<file path="config.mk">
export PLATFORM = sky130hd
export DESIGN_NAME = crtsf_top
export DESIGN_NICKNAME = d
export VERILOG_FILES = /design/src/core/crtsf_pkg.sv /design/src/core/crtsf_cmd_if.sv /design/src/core/crtsf_top.sv /design/src/core/crtsf_decoder.sv
export VERILOG_INCLUDE_DIRS = /design/src /design/src/core
export SDC_FILE = /design/constraint.sdc
export NUM_CORES = 1
export LEC_CHECK = 0
export BUFFER_PORTS_ARGS = -buffer_cell sky130_fd_sc_hd__buf_2
export CAP_MARGIN = 20
export CELL_PAD_IN_SITES_DETAIL_PLACEMENT = 0
export CELL_PAD_IN_SITES_GLOBAL_PLACEMENT = 2
export CORE_ASPECT_RATIO = 1.1
export CORE_MARGIN = 2
export CORE_UTILIZATION = 27
export CTS_CLUSTER_SIZE = 16
export DETAILED_ROUTE_END_ITERATION = 8
export PLACE_DENSITY = 0.74
export SLEW_MARGIN = 5
export SYNTH_ARGS = -nofsm -noshare
export SYNTH_HDL_FRONTEND = slang
export SYNTH_SLANG_ARGS = --single-unit
export TNS_END_PERCENT = 20
</file>
<file path="constraint.sdc">
create_clock -name clk -period 1.3 [get_ports clk]
set_input_delay 0.26 -clock clk [delete_from_list [all_inputs] [get_ports clk]]
set_output_delay 0.26 -clock clk [all_outputs]
set_load 0.005 [all_outputs]
</file>
<file path="src/core/crtsf_consts.svh">
// Constants of the CRT controller status flag block
`ifndef CRTSF_CONSTS_SVH
`define CRTSF_CONSTS_SVH

// Status word bit positions
`define CRTSF_STAT_ZERO 7
`define CRTSF_STAT_INT_EN 6
`define CRTSF_STAT_INT_REQ 5
`define CRTSF_STAT_UNDEF_HI 4
`define CRTSF_STAT_IMPROPER 3
`define CRTSF_STAT_VIDEO_EN 2
`define CRTSF_STAT_LATE 1
`define CRTSF_STAT_UNDEF_LO 0

// Command opcodes, upper three bits of the command byte
`define CRTSF_OP_RESET 3'h0
`define CRTSF_OP_START 3'h1
`define CRTSF_OP_STOP 3'h2
`define CRTSF_OP_CURSOR 3'h4
`define CRTSF_OP_EN_INT 3'h5
`define CRTSF_OP_DIS_INT 3'h6
`define CRTSF_OP_PRESET 3'h7

// Parameter byte counts
`define CRTSF_NPAR_RESET 3'h4
`define CRTSF_NPAR_CURSOR 3'h2
`define CRTSF_NPAR_NONE 3'h0

// Reset values
`define CRTSF_RST_FLAG 1'b0
`define CRTSF_RST_BLANK 1'b1
`define CRTSF_RST_BYTE 8'h00

`endif

</file>
<file path="src/core/crtsf_pkg.sv">
// Types of the CRT controller status flag block
package crtsf_pkg;
	typedef logic [7:0] crtsf_byte_t;

	typedef enum logic [2:0] {
		CRTSF_CMD_NONE,
		CRTSF_CMD_RESET,
		CRTSF_CMD_START,
		CRTSF_CMD_STOP,
		CRTSF_CMD_CURSOR,
		CRTSF_CMD_EN_INT,
		CRTSF_CMD_DIS_INT,
		CRTSF_CMD_PRESET
	} crtsf_cmd_t;

	typedef struct packed {
		logic [2:0] params_left;
		crtsf_cmd_t cmd;
		logic improper;
	} crtsf_dec_state_t;

	typedef struct packed {
		logic int_en;
		logic int_req;
		logic improper;
		logic video_en;
		logic late;
		logic dma_on;
		logic halt;
		logic irq;
		logic req;
		logic blank;
		logic vret;
		logic hret;
		crtsf_byte_t dout;
		logic dout_oe;
	} crtsf_core_state_t;
endpackage : crtsf_pkg

</file>
<file path="src/core/crtsf_cmd_if.sv">
// Command events from the decoder to the flag core
`timescale 1ns/10ps
interface crtsf_cmd_if;
	import crtsf_pkg::*;
	crtsf_cmd_t cmd;
	logic improper;

	modport dec (output cmd, output improper);
	modport core (input cmd, input improper);
endinterface : crtsf_cmd_if

</file>
<file path="src/core/crtsf_top.sv">
// Status word and flag logic of the CRT controller
`timescale 1ns/10ps
`include "crtsf_consts.svh"
module crtsf_top (
	input wire logic clk,
	input wire logic arst_n,
	input wire logic rd_strb,
	input wire logic wr_strb,
	input wire logic cp_sel,
	input wire crtsf_pkg::crtsf_byte_t din,
	output logic [7:0] dout,
	output logic dout_oe,
	input wire logic last_row_start,
	input wire logic buffer_swap,
	input wire logic row_buffer_full,
	input wire logic vretrace_end,
	input wire logic vretrace_in,
	input wire logic hretrace_in,
	output logic interrupt_out,
	output logic row_buffer_request,
	output logic video_blank,
	output logic vertical_retrace_out,
	output logic horizontal_retrace_out
);
	import crtsf_pkg::*;

	crtsf_core_state_t s_r;
	crtsf_core_state_t s_nxt;
	crtsf_byte_t status_word;
	logic status_read;
	logic underrun;
	logic frame_event;

	crtsf_cmd_if evt ();

	// Command decoding and parameter counting
	crtsf_decoder u_dec (
		.clk(clk),
		.arst_n(arst_n),
		.wr_strb(wr_strb),
		.cp_sel(cp_sel),
		.din(din),
		.evt(evt)
	);

	// Packs the flags into the status byte
	function automatic crtsf_byte_t crtsf_pack(input crtsf_core_state_t st);
		crtsf_byte_t w;
		w = `CRTSF_RST_BYTE;
		w[`CRTSF_STAT_ZERO] = 1'b0;
		w[`CRTSF_STAT_INT_EN] = st.int_en;
		w[`CRTSF_STAT_INT_REQ] = st.int_req;
		w[`CRTSF_STAT_UNDEF_HI] = 1'b0;
		w[`CRTSF_STAT_IMPROPER] = st.improper;
		w[`CRTSF_STAT_VIDEO_EN] = st.video_en;
		w[`CRTSF_STAT_LATE] = st.late;
		w[`CRTSF_STAT_UNDEF_LO] = 1'b0;
		return w;
	endfunction : crtsf_pack

	// Event decode
	assign status_word = crtsf_pack(s_r);
	assign status_read = rd_strb && cp_sel;
	assign frame_event = last_row_start && s_r.int_en;
	assign underrun = buffer_swap && !row_buffer_full && s_r.dma_on && !s_r.halt;

	// Next state: read clears first, commands next, events last so sets win
	always_comb begin
		s_nxt = s_r;
		s_nxt.dout_oe = 1'b0;

		// Bus read answer
		if (rd_strb) begin
			s_nxt.dout = cp_sel ? status_word : `CRTSF_RST_BYTE;
			s_nxt.dout_oe = 1'b1;
		end

		// Read side effects
		if (status_read) begin
			s_nxt.int_req = 1'b0;
			s_nxt.improper = 1'b0;
			s_nxt.late = 1'b0;
		end

		// Command actions
		case (evt.cmd)
			CRTSF_CMD_RESET: begin
				s_nxt.int_en = 1'b0;
				s_nxt.video_en = 1'b0;
				s_nxt.dma_on = 1'b0;
			end
			CRTSF_CMD_START: begin
				s_nxt.int_en = 1'b1;
				s_nxt.video_en = 1'b1;
				s_nxt.dma_on = 1'b1;
			end
			CRTSF_CMD_STOP: begin
				s_nxt.video_en = 1'b0;
			end
			CRTSF_CMD_EN_INT: begin
				s_nxt.int_en = 1'b1;
			end
			CRTSF_CMD_DIS_INT: begin
				s_nxt.int_en = 1'b0;
			end
			default: begin
				s_nxt.int_en = s_nxt.int_en;
			end
		endcase

		// Hardware sets, and halt release at retrace end
		if (frame_event) begin
			s_nxt.int_req = 1'b1;
		end
		if (evt.improper) begin
			s_nxt.improper = 1'b1;
		end
		if (vretrace_end) begin
			s_nxt.halt = 1'b0;
		end
		if (underrun) begin
			s_nxt.late = 1'b1;
			s_nxt.halt = 1'b1;
		end

		// Registered outputs
		s_nxt.irq = s_nxt.int_req;
		s_nxt.req = s_nxt.dma_on && !s_nxt.halt;
		s_nxt.blank = !(s_nxt.video_en && !s_nxt.halt);
		s_nxt.vret = vretrace_in;
		s_nxt.hret = hretrace_in;
	end

	// State register
	always_ff @(posedge clk or negedge arst_n) begin
		if (!arst_n) begin
			s_r <= '0;
			s_r.blank <= `CRTSF_RST_BLANK;
		end else begin
			s_r <= s_nxt;
		end
	end

	// Outputs straight from flops
	assign dout = s_r.dout;
	assign dout_oe = s_r.dout_oe;
	assign interrupt_out = s_r.irq;
	assign row_buffer_request = s_r.req;
	assign video_blank = s_r.blank;
	assign vertical_retrace_out = s_r.vret;
	assign horizontal_retrace_out = s_r.hret;
endmodule : crtsf_top

</file>
<file path="src/core/crtsf_decoder.sv">
// Command byte decoder and parameter byte counter
`timescale 1ns/10ps
`include "crtsf_consts.svh"
module crtsf_decoder (
	input wire logic clk,
	input wire logic arst_n,
	input wire logic wr_strb,
	input wire logic cp_sel,
	input wire crtsf_pkg::crtsf_byte_t din,
	crtsf_cmd_if.dec evt
);
	import crtsf_pkg::*;

	crtsf_dec_state_t s_r;
	crtsf_dec_state_t s_nxt;

	// Opcode to command kind
	function automatic crtsf_cmd_t crtsf_kind(input logic [2:0] op);
		case (op)
			`CRTSF_OP_RESET: crtsf_kind = CRTSF_CMD_RESET;
			`CRTSF_OP_START: crtsf_kind = CRTSF_CMD_START;
			`CRTSF_OP_STOP: crtsf_kind = CRTSF_CMD_STOP;
			`CRTSF_OP_CURSOR: crtsf_kind = CRTSF_CMD_CURSOR;
			`CRTSF_OP_EN_INT: crtsf_kind = CRTSF_CMD_EN_INT;
			`CRTSF_OP_DIS_INT: crtsf_kind = CRTSF_CMD_DIS_INT;
			`CRTSF_OP_PRESET: crtsf_kind = CRTSF_CMD_PRESET;
			default: crtsf_kind = CRTSF_CMD_NONE;
		endcase
	endfunction : crtsf_kind

	// Parameter bytes each opcode expects
	function automatic logic [2:0] crtsf_npar(input logic [2:0] op);
		case (op)
			`CRTSF_OP_RESET: crtsf_npar = `CRTSF_NPAR_RESET;
			`CRTSF_OP_CURSOR: crtsf_npar = `CRTSF_NPAR_CURSOR;
			default: crtsf_npar = `CRTSF_NPAR_NONE;
		endcase
	endfunction : crtsf_npar

	// Command and parameter writes, count check
	always_comb begin
		s_nxt = s_r;
		s_nxt.cmd = CRTSF_CMD_NONE;
		s_nxt.improper = 1'b0;
		if (wr_strb && cp_sel) begin
			if (s_r.params_left != `CRTSF_NPAR_NONE) begin
				s_nxt.improper = 1'b1;
			end
			s_nxt.cmd = crtsf_kind(din[7:5]);
			s_nxt.params_left = crtsf_npar(din[7:5]);
		end else if (wr_strb) begin
			if (s_r.params_left == `CRTSF_NPAR_NONE) begin
				s_nxt.improper = 1'b1;
			end else begin
				s_nxt.params_left = s_r.params_left - 3'h1;
			end
		end
	end

	// State register
	always_ff @(posedge clk or negedge arst_n) begin
		if (!arst_n) begin
			s_r <= '0;
		end else begin
			s_r <= s_nxt;
		end
	end

	assign evt.cmd = s_r.cmd;
	assign evt.improper = s_r.improper;
endmodule : crtsf_decoder

</file>
After elaboration in Yosys (flattened, before gate mapping)
Index checks and enable logic that the tools add are counted.
Widths: inputs -> output; s select.
Word-level totals
  logic and storage cells: 75
  output and inout bits: 14
  bits of input ports: 19
  register bits: 26
Cells by class
  equality and inequality tests: 12
  multiplexer cells: 22
  add/sub/neg operators: 1
  reduce and logical (&&, ||, !) cells: 24
Operators with widths (number)
  $pmux 3 s7: 1
  $eq 3x3->1 const B: 6
  $mux 3: 4
  $mux 1: 11
  $reduce_bool 2->1: 5
  $eq 3x2->1 const B: 3
  $logic_and 1x1->1: 8
  $mux 7: 1
  $eq 3x1->1 const B: 2
  $logic_not 3->1: 2
  $pmux 1 s2: 3
  $pmux 3 s2: 1
  $reduce_or 2->1: 3
  $logic_not 1->1: 4
  $reduce_bool 3->1: 1
  $sub 3x1->3 const B: 1
  $mux 2: 1
  $ne 2x1->1 const B: 1
  $reduce_and 2->1: 1

Depth between registers and ports, before layout
Gate-level depths: netlist of run 1.
  word-level depth: 8
  gate-level depth with buffers: 5
  gate-level depth less buffers: 5

Modules after synthesis
Synthesis of run 1 repeated with hierarchy kept, for this count alone.
Second synthesis, totals
  cells, all modules: 105
  area, all modules: 1128.6 µm²
By module, submodules not included
  crtsf_top: times used 1, sequential area each 426.7 µm², cells each 65, area each 738.2 µm²
  crtsf_decoder: times used 1, sequential area each 175.2 µm², cells each 40, area each 390.4 µm²

Worst setup path before layout of run 1
No wires, ideal clock.
  path kind: register to register
  from: register u_dec.s_r[4] in the netlist's numbering
  to: register u_dec.s_r[5] in the netlist's numbering
  data required time: 1.174 ns
  path buffers: 0
  arrival time: 1.127 ns
  setup slack: 0.047 ns
  setup time: 0.126 ns
  clock period less this slack: 1.253 ns
  stages on the path, launching flop included: 6
  cell sequence: dfrtp_1 > inv_1 > ha_1 > nand2b_4 > and4bb_1 > a221o_1
On the way
  cells in the longest elaborated chain, start to end: 4
  elaborated cells on any way between the ends: 7
  those cells by class: add/sub: 1; eq/ne: 1; mux: 3; reduce/logical: 2
Ends and longest elaborated chain
  start: declaration: line crtsf_decoder.sv:14  | crtsf_dec_state_t s_r;
  start signal: assignment: line crtsf_decoder.sv:65  | s_r <= s_nxt;
  $sub 3x1->3: line crtsf_decoder.sv:55  | s_nxt.params_left = s_r.params_left - 3'h1;
  $mux 3: line crtsf_decoder.sv:52  | if (s_r.params_left == `CRTSF_NPAR_NONE) begin
  $mux 3: line crtsf_decoder.sv:51  | end else if (wr_strb) begin
  $mux 3: line crtsf_decoder.sv:45  | if (wr_strb && cp_sel) begin
Several ways; a longest one is shown, not always the timed one. The select of a mux whose other input is x is not followed.
A chain may end at the register's enable or synchronous reset.

Final worst setup path of run 1
Ends and elaborated chain as after synthesis.

==> qor.txt, run 1 <==
Antenna violations before repair -> 0
Tightest Pin Transition -> 526 ps
Detailed Route Iter0 Violations -> 26
Share of the synthesized area in the top cell type -> 54.6%
Filler Cells Inserted -> 403
Worst supply voltage drop on vdd -> 588 uV
Gp weighted congestion -> 0.752
Post-placement cell count -> 164
Row count -> 23
Sequential area share after synthesis -> 57.1%
PD cells -> 1580 nW/um^2
Total via count after detailed routing -> 709
Final Cycle Share -> 94.2%
Remaining DRCs -> 0
Diode count -> 0
Setup Viol. Count Final -> 0
Top-Level Pins -> 33
Required time of the worst setup path -> 1450 ps
Via density per instance -> 4.15
CP startpoint kind -> flip-flop
Relative max-transition margin -> 64.9%
Number of buffers added by the clock tree synthesis step -> 3
Slack of the worst reg-to-reg path -> 80 ps
Most common cell after layout, fill and taps aside -> buf_2
# clock sinks -> 24
Number of antenna-violating nets in the routed design -> 0
H-tree levels -> 1
Port Buffer Count -> 24
Shortest period the worst path allows -> 1220 ps
Fraction of the core area covered by cells at the end of the flow -> 34.5%
Max Fanout on Critical Path -> 3
Total wirelength of the detailed-routed design -> 1.76 mm
Run status -> finished, final reports clean
CTS clk-pin slew, worst paths -> 80 ps
Crit path from -> u_dec.s_r[4]$_DFFE_PN0P_
Overall power consumption -> 0.00201 W
Launch instance of the worst min-delay path -> hretrace_in
Cells after Synth -> 96
Clock Tree Root -> clkbuf_8
Yosys reg bits -> 24
Crit path arrival time -> 1370 ps
Total congestion overflow after global routing -> 0
Final-report hold violation count -> 0
Fin nets -> 143
Placeable core region -> 3680 sq um
Drt wl/cell -> 10.3 um
Clk buf depth -> 2
Die Span X -> 63.6 um
Flip-flop and latch area -> 602 sq um
Die height -> 69.5 um
Yosys Warn Count -> 0
Effective utilization at floorplan -> 28.6%
Synth-to-Final Area Change -> 20.5%
Classification of the worst-slack hold path -> in -> reg
HPWL reported at the end of detailed placement -> 1.29 mm
Non-filler cells in the finished layout -> 171
Area of the mapped netlist -> 1050 sq um
Pre-CTS setup slack -> 7.58 ps
Length of the first detailed-routing pass in iterations -> 3
Clock latency on the worst-skew pair -> 260 ps
Endpoint kind of the worst setup timing path -> flip-flop
Clock tree from TritonCTS -> done
Fin Clk Skew -> 1.24 ps
Total negative slack -> 0 ps
Max-slew violation count -> 0
Max Clock Freq -> 816 MHz
Setup repair after global routing missed its margin -> no
Leak Pwr -> 0.625 nW
Number of global-route vias before repair -> 729
Cell accounting for the most synthesized area -> dfrtp_1
Die outline area -> 4420 sq um
Area used by multi-input combinational logic -> 367 sq um
Pin count of the biggest net entering global routing -> 25
Worst R2R Start -> u_dec.s_r[4]$_DFFE_PN0P_
Layout cells sized above 1 -> 30.6%
Commonest cells after routing, fill and taps aside -> buf_2 (24), dfrtp_1 (23), o21ai_0 (10)
Global routing usage summed across all routing layers -> 9.10%
Synth unique cells -> 28
First-pass GRT wire length -> 3.13 mm
Fin worst setup slack -> 75.0 ps
Max-cap violation count -> 0
Largest cells by area after synthesis -> dfrtp_1 (55%), buf_4 (6.4%), o21ai_0 (4.8%), inv_1 (3.2%), nand3_1 (2.9%)
Crit path kind -> reg -> reg
Post-synthesis area per instance -> 11.0 sq um
## worst max-delay path, stage by stage, from the launching register on
cell,delay [ps]
dfrtp_1,400
inv_2,90
ha_4,150
nand2b_4,50
and4bb_1,180
a221o_1,250
## power by group
part	switching (W)	total, W	leakage, nW	internal [W]
Sequential	0.0000889	0.000998	0.300	0.000909
Clock	0.000212	0.000431	0.0228	0.000218
Combinational	0.000238	0.000576	0.302	0.000339
## sequential cells by signal, summed over array words and instances (netlist names)
name / cells
dout: 5
dout_oe: 1
horizontal_retrace_out: 1
interrupt_out: 1
row_buffer_request: 1
s_r: 6
u_dec.evt.cmd: 3
u_dec.evt.improper: 1
u_dec.s_r: 3
vertical_retrace_out: 1
video_blank: 1
## metrics by stage
step / cell area [sq um] / hold slack, ps
2_1_floorplan: 1060 / -35.6
3_3_place_gp: 1190 / 263
3_5_place_dp: 1190 / 270
4_1_cts: 1240 / 93.2
5_1_grt: 1270 / 87.6
6_report: 1270 / 99.3
## logic make-up after synthesis
kind of cell    count (synthesis)  synth area share (%)
fa+ha+maj                       2                  2.37
compound gates                 19                  11.6
xor+xnor                        2                  1.66
buf+inv                        19                  9.98
other cells                     1                 0.356
flops                          24                  57.1
simple gates                   29                  16.9
## path summary, 6_finish.rpt
path,to,depth (start not counted)
hold / removal,horizontal_retrace_out$_DFF_PN0_,1
hold reg to reg,s_r[18]$_DFFE_PN0P_,1
setup reg to reg,u_dec.s_r[5]$_DFFE_PN0P_,5
min in group asynchronous,dout[3]$_DFFE_PN0P_,2
setup / recovery,u_dec.s_r[5]$_DFFE_PN0P_,5
max in group asynchronous,video_blank$_DFF_PN1_,2
## Yosys cell counts, drive strengths merged
cell and n:
o21bai 1, nor4b 2, nor3 1, o21ai 10, a22o 2, o21a 1, a21oi 1, dfstp 1
nor2 3, a221o 1, nand2 5, nand2b 4, clkbuf 1, and2 2, and4bb 2, a32o 1
buf 9, ha 2, conb 1, nor2b 3, and3 1, dfrtp 23, nand3 6, a21o 2
inv 9, xnor2 2
## per-layer routing
layer  share of wire [%]  track usage [%]
met5                   0                0
met4                 3.0             6.52
met3                 4.5             1.95
met2                  49             14.7
met1                  44             10.5
## cell type report
cell class / count / share of cell area, %
Inverter: 9 / 2.66
Tap cell: 50 / 4.93
Timing Repair Buffer: 29 / 12.6
Clock buffer: 4 / 3.55
Sequential cell: 24 / 47.4
Multi-Input combinational cell: 55 / 28.9
## repair_timing
item,in CTS,in global routing
gates cloned,0,0
hold buffers,1,0
pin swaps,0,1
buffers inserted,0,2
endpoints found under the hold margin,23,0
endpoints found under the setup margin,1,2
resized for setup,1,3
No activity file was read; power rests on OpenSTA's default activity.
==> run 2, diff against run 1 <==
Settings changed: CORE_ASPECT_RATIO 1.1 to unset.
==> run 2 against run 1 <==
Net effect:
- count of clock-buffer cells in the layout stayed put
- routed wire length is 3.0% higher
- largest power group unchanged
- design area fell by 0.79%
- highest routed layer unchanged
==> qor.txt, run 2 (synthesis results as in run 1) <==
Worst supply voltage drop on vdd -> 457 uV (was 588 uV)
Total negative slack -> 0 ps (unchanged)
Classification of the worst-slack hold path -> in -> reg (unchanged)
Number of buffers added by the clock tree synthesis step -> 3 (unchanged)
Die outline area -> 4420 sq um (about the same)
Clock Tree Root -> clkbuf_8 (unchanged)
Setup Viol. Count Final -> 0 (unchanged)
Die Span X -> 66.5 um (was 63.6 um)
Clock latency on the worst-skew pair -> 260 ps (about the same)
Top Family by Delay on Critical Path -> flip-flops (unchanged)
Max Clock Freq -> 796 MHz (was 816 MHz)
Remaining DRCs -> 0 (unchanged)
Tightest Pin Transition -> 510 ps (was 526 ps)
Effective utilization at floorplan -> 28.4% (was 28.6%)
Final-report hold violation count -> 0 (unchanged)
Setup repair after global routing missed its margin -> no (unchanged)
Antenna violations before repair -> 0 (unchanged)
Crit path kind -> reg -> reg (unchanged)
Endpoint kind of the worst setup timing path -> flip-flop (unchanged)
Top-Level Pins -> 33 (unchanged)
Fin nets -> 142 (was 143)
Delay contributed by the slowest stage of the critical path -> 380 ps (was 400 ps)
H-tree levels -> 1 (unchanged)
Largest Register -> s_r (unchanged)
Row count -> 22 (was 23)
Pin count of the biggest net entering global routing -> 25 (unchanged)
Commonest cells after routing, fill and taps aside -> buf_2 (24), dfrtp_1 (23), o21ai_0 (10) (unchanged)
Diode count -> 0 (unchanged)
Via density per instance -> 4.30 (was 4.15)
Slack of the worst reg-to-reg path -> 40 ps (was 80 ps)
Total wirelength of the detailed-routed design -> 1.81 mm (was 1.76 mm)
Total via count after detailed routing -> 722 (was 709)
Global routing usage summed across all routing layers -> 9.43% (was 9.10%)
Max-slew violation count -> 0 (unchanged)
Final Cycle Share -> 96.7% (was 94.2%)
Placeable core region -> 3720 sq um (was 3680 sq um)
Max-cap violation count -> 0 (unchanged)
Required time of the worst setup path -> 1440 ps (was 1450 ps)
HPWL reported at the end of detailed placement -> 1.31 mm (was 1.29 mm)
Cell-by-cell trace of the critical path -> inv_2, ha_4, and4bb_1, a221o_1 (was inv_2, ha_4, nand2b_4, and4bb_1, a221o_1)
Shortest period the worst path allows -> 1260 ps (was 1220 ps)
# clock sinks -> 24 (unchanged)
Die height -> 66.5 um (was 69.5 um)
PD cells -> 1590 nW/um^2 (was 1580 nW/um^2)
Detailed Route Iter0 Violations -> 38 (was 26)
Max Fanout on Critical Path -> 2 (was 3)
Max FFs per register -> 6 (unchanged)
Crit path arrival time -> 1400 ps (was 1370 ps)
CP startpoint kind -> flip-flop (unchanged)
Synth-to-Final Area Change -> 19.6% (was 20.5%)
Number of global-route vias before repair -> 707 (was 729)
Number of antenna-violating nets in the routed design -> 0 (unchanged)
Clock tree from TritonCTS -> done (unchanged)
Clk buf depth -> 2 (unchanged)
Drt wl/cell -> 10.8 um (was 10.3 um)
Gp weighted congestion -> 0.690 (was 0.752)
Layout cells sized above 1 -> 30.0% (was 30.6%)
Port Buffer Count -> 24 (unchanged)
Fin Clk Skew -> 5.45 ps (was 1.24 ps)
CTS clk-pin slew, worst paths -> 80 ps (about the same)
Most common cell after layout, fill and taps aside -> buf_2 (unchanged)
Total congestion overflow after global routing -> 0 (unchanged)
Slowest cell on the critical path -> dfrtp_1 (unchanged)
Leak Pwr -> 0.620 nW (was 0.625 nW)
Run status -> finished, final reports clean (unchanged)
Worst path bufs/invs -> 1 (unchanged)
Fraction of the core area covered by cells at the end of the flow -> 33.9% (was 34.5%)
First-pass GRT wire length -> 3.16 mm (was 3.13 mm)
Relative max-transition margin -> 66.0% (was 64.9%)
Length of the first detailed-routing pass in iterations -> 4 (was 3)
==> run 2: cell count changes in the layout (fill, tap and decap cells not counted) <==
cell	previous run	this run
buf_4	4	3
==> run 2: per-stage QoR <==
step	instances	worst slack (ps)	hold WS [ps]	cell area, sq um	total power (W)
floorplan	98	47.2	-35.6	1060	0.00135
global placement	162	30.5	263	1180	0.00149
detailed placement	162	2.06	267	1180	0.00152
CTS	167	4.11	86.6	1240	0.00198
global route	168	4.67	81.9	1260	0.00217
finish	168	42.9	98.5	1260	0.00200
==> run 2: final timing paths <==
kind	depth (start not counted)	start	end
max	4	u_dec.s_r[4]$_DFFE_PN0P_	u_dec.s_r[5]$_DFFE_PN0P_
min	1	vretrace_in	vertical_retrace_out$_DFF_PN0_
max reg2reg	4	u_dec.s_r[4]$_DFFE_PN0P_	u_dec.s_r[5]$_DFFE_PN0P_
min reg2reg	1	u_dec.evt.improper$_DFF_PN0_	s_r[18]$_DFFE_PN0P_
max in group asynchronous	2	arst_n	video_blank$_DFF_PN1_
min in group asynchronous	2	arst_n	dout[5]$_DFFE_PN0P_
==> run 2: what timing repair did <==
action,CTS,global route
setup endpoints to repair,1,2
hold buffers,1,0
pin swaps,0,1
gates resized for setup,1,3
hold endpoints to repair,23,0
gates cloned,0,0
buffers inserted,0,1
==> run 2: power by group <==
part | switching (W) | internal, W
Combinational | 0.000242 | 0.000328
Clock | 0.000211 | 0.000218
Sequential | 0.0000936 | 0.000909
==> run 2: per-layer routing <==
layer | routed length, um | global-route usage [%] | vias to the layer above
met1 | 805 | 11.5 | 337
met4 | 14 | 4.59 | 0
met5 | 0 | 0 | -
li1 | - | - | 357
met2 | 875 | 15.5 | 26
met3 | 114 | 2.20 | 2
==> run 2: layout make-up <==
cell class	instances	area (sq um)
Fill cell	412	2460
Sequential cell	24	602
Multi-Input combinational cell	55	367
Timing Repair Buffer	28	153
Tap cell	48	60.1
Clock buffer	4	45.0
Inverter	9	33.8
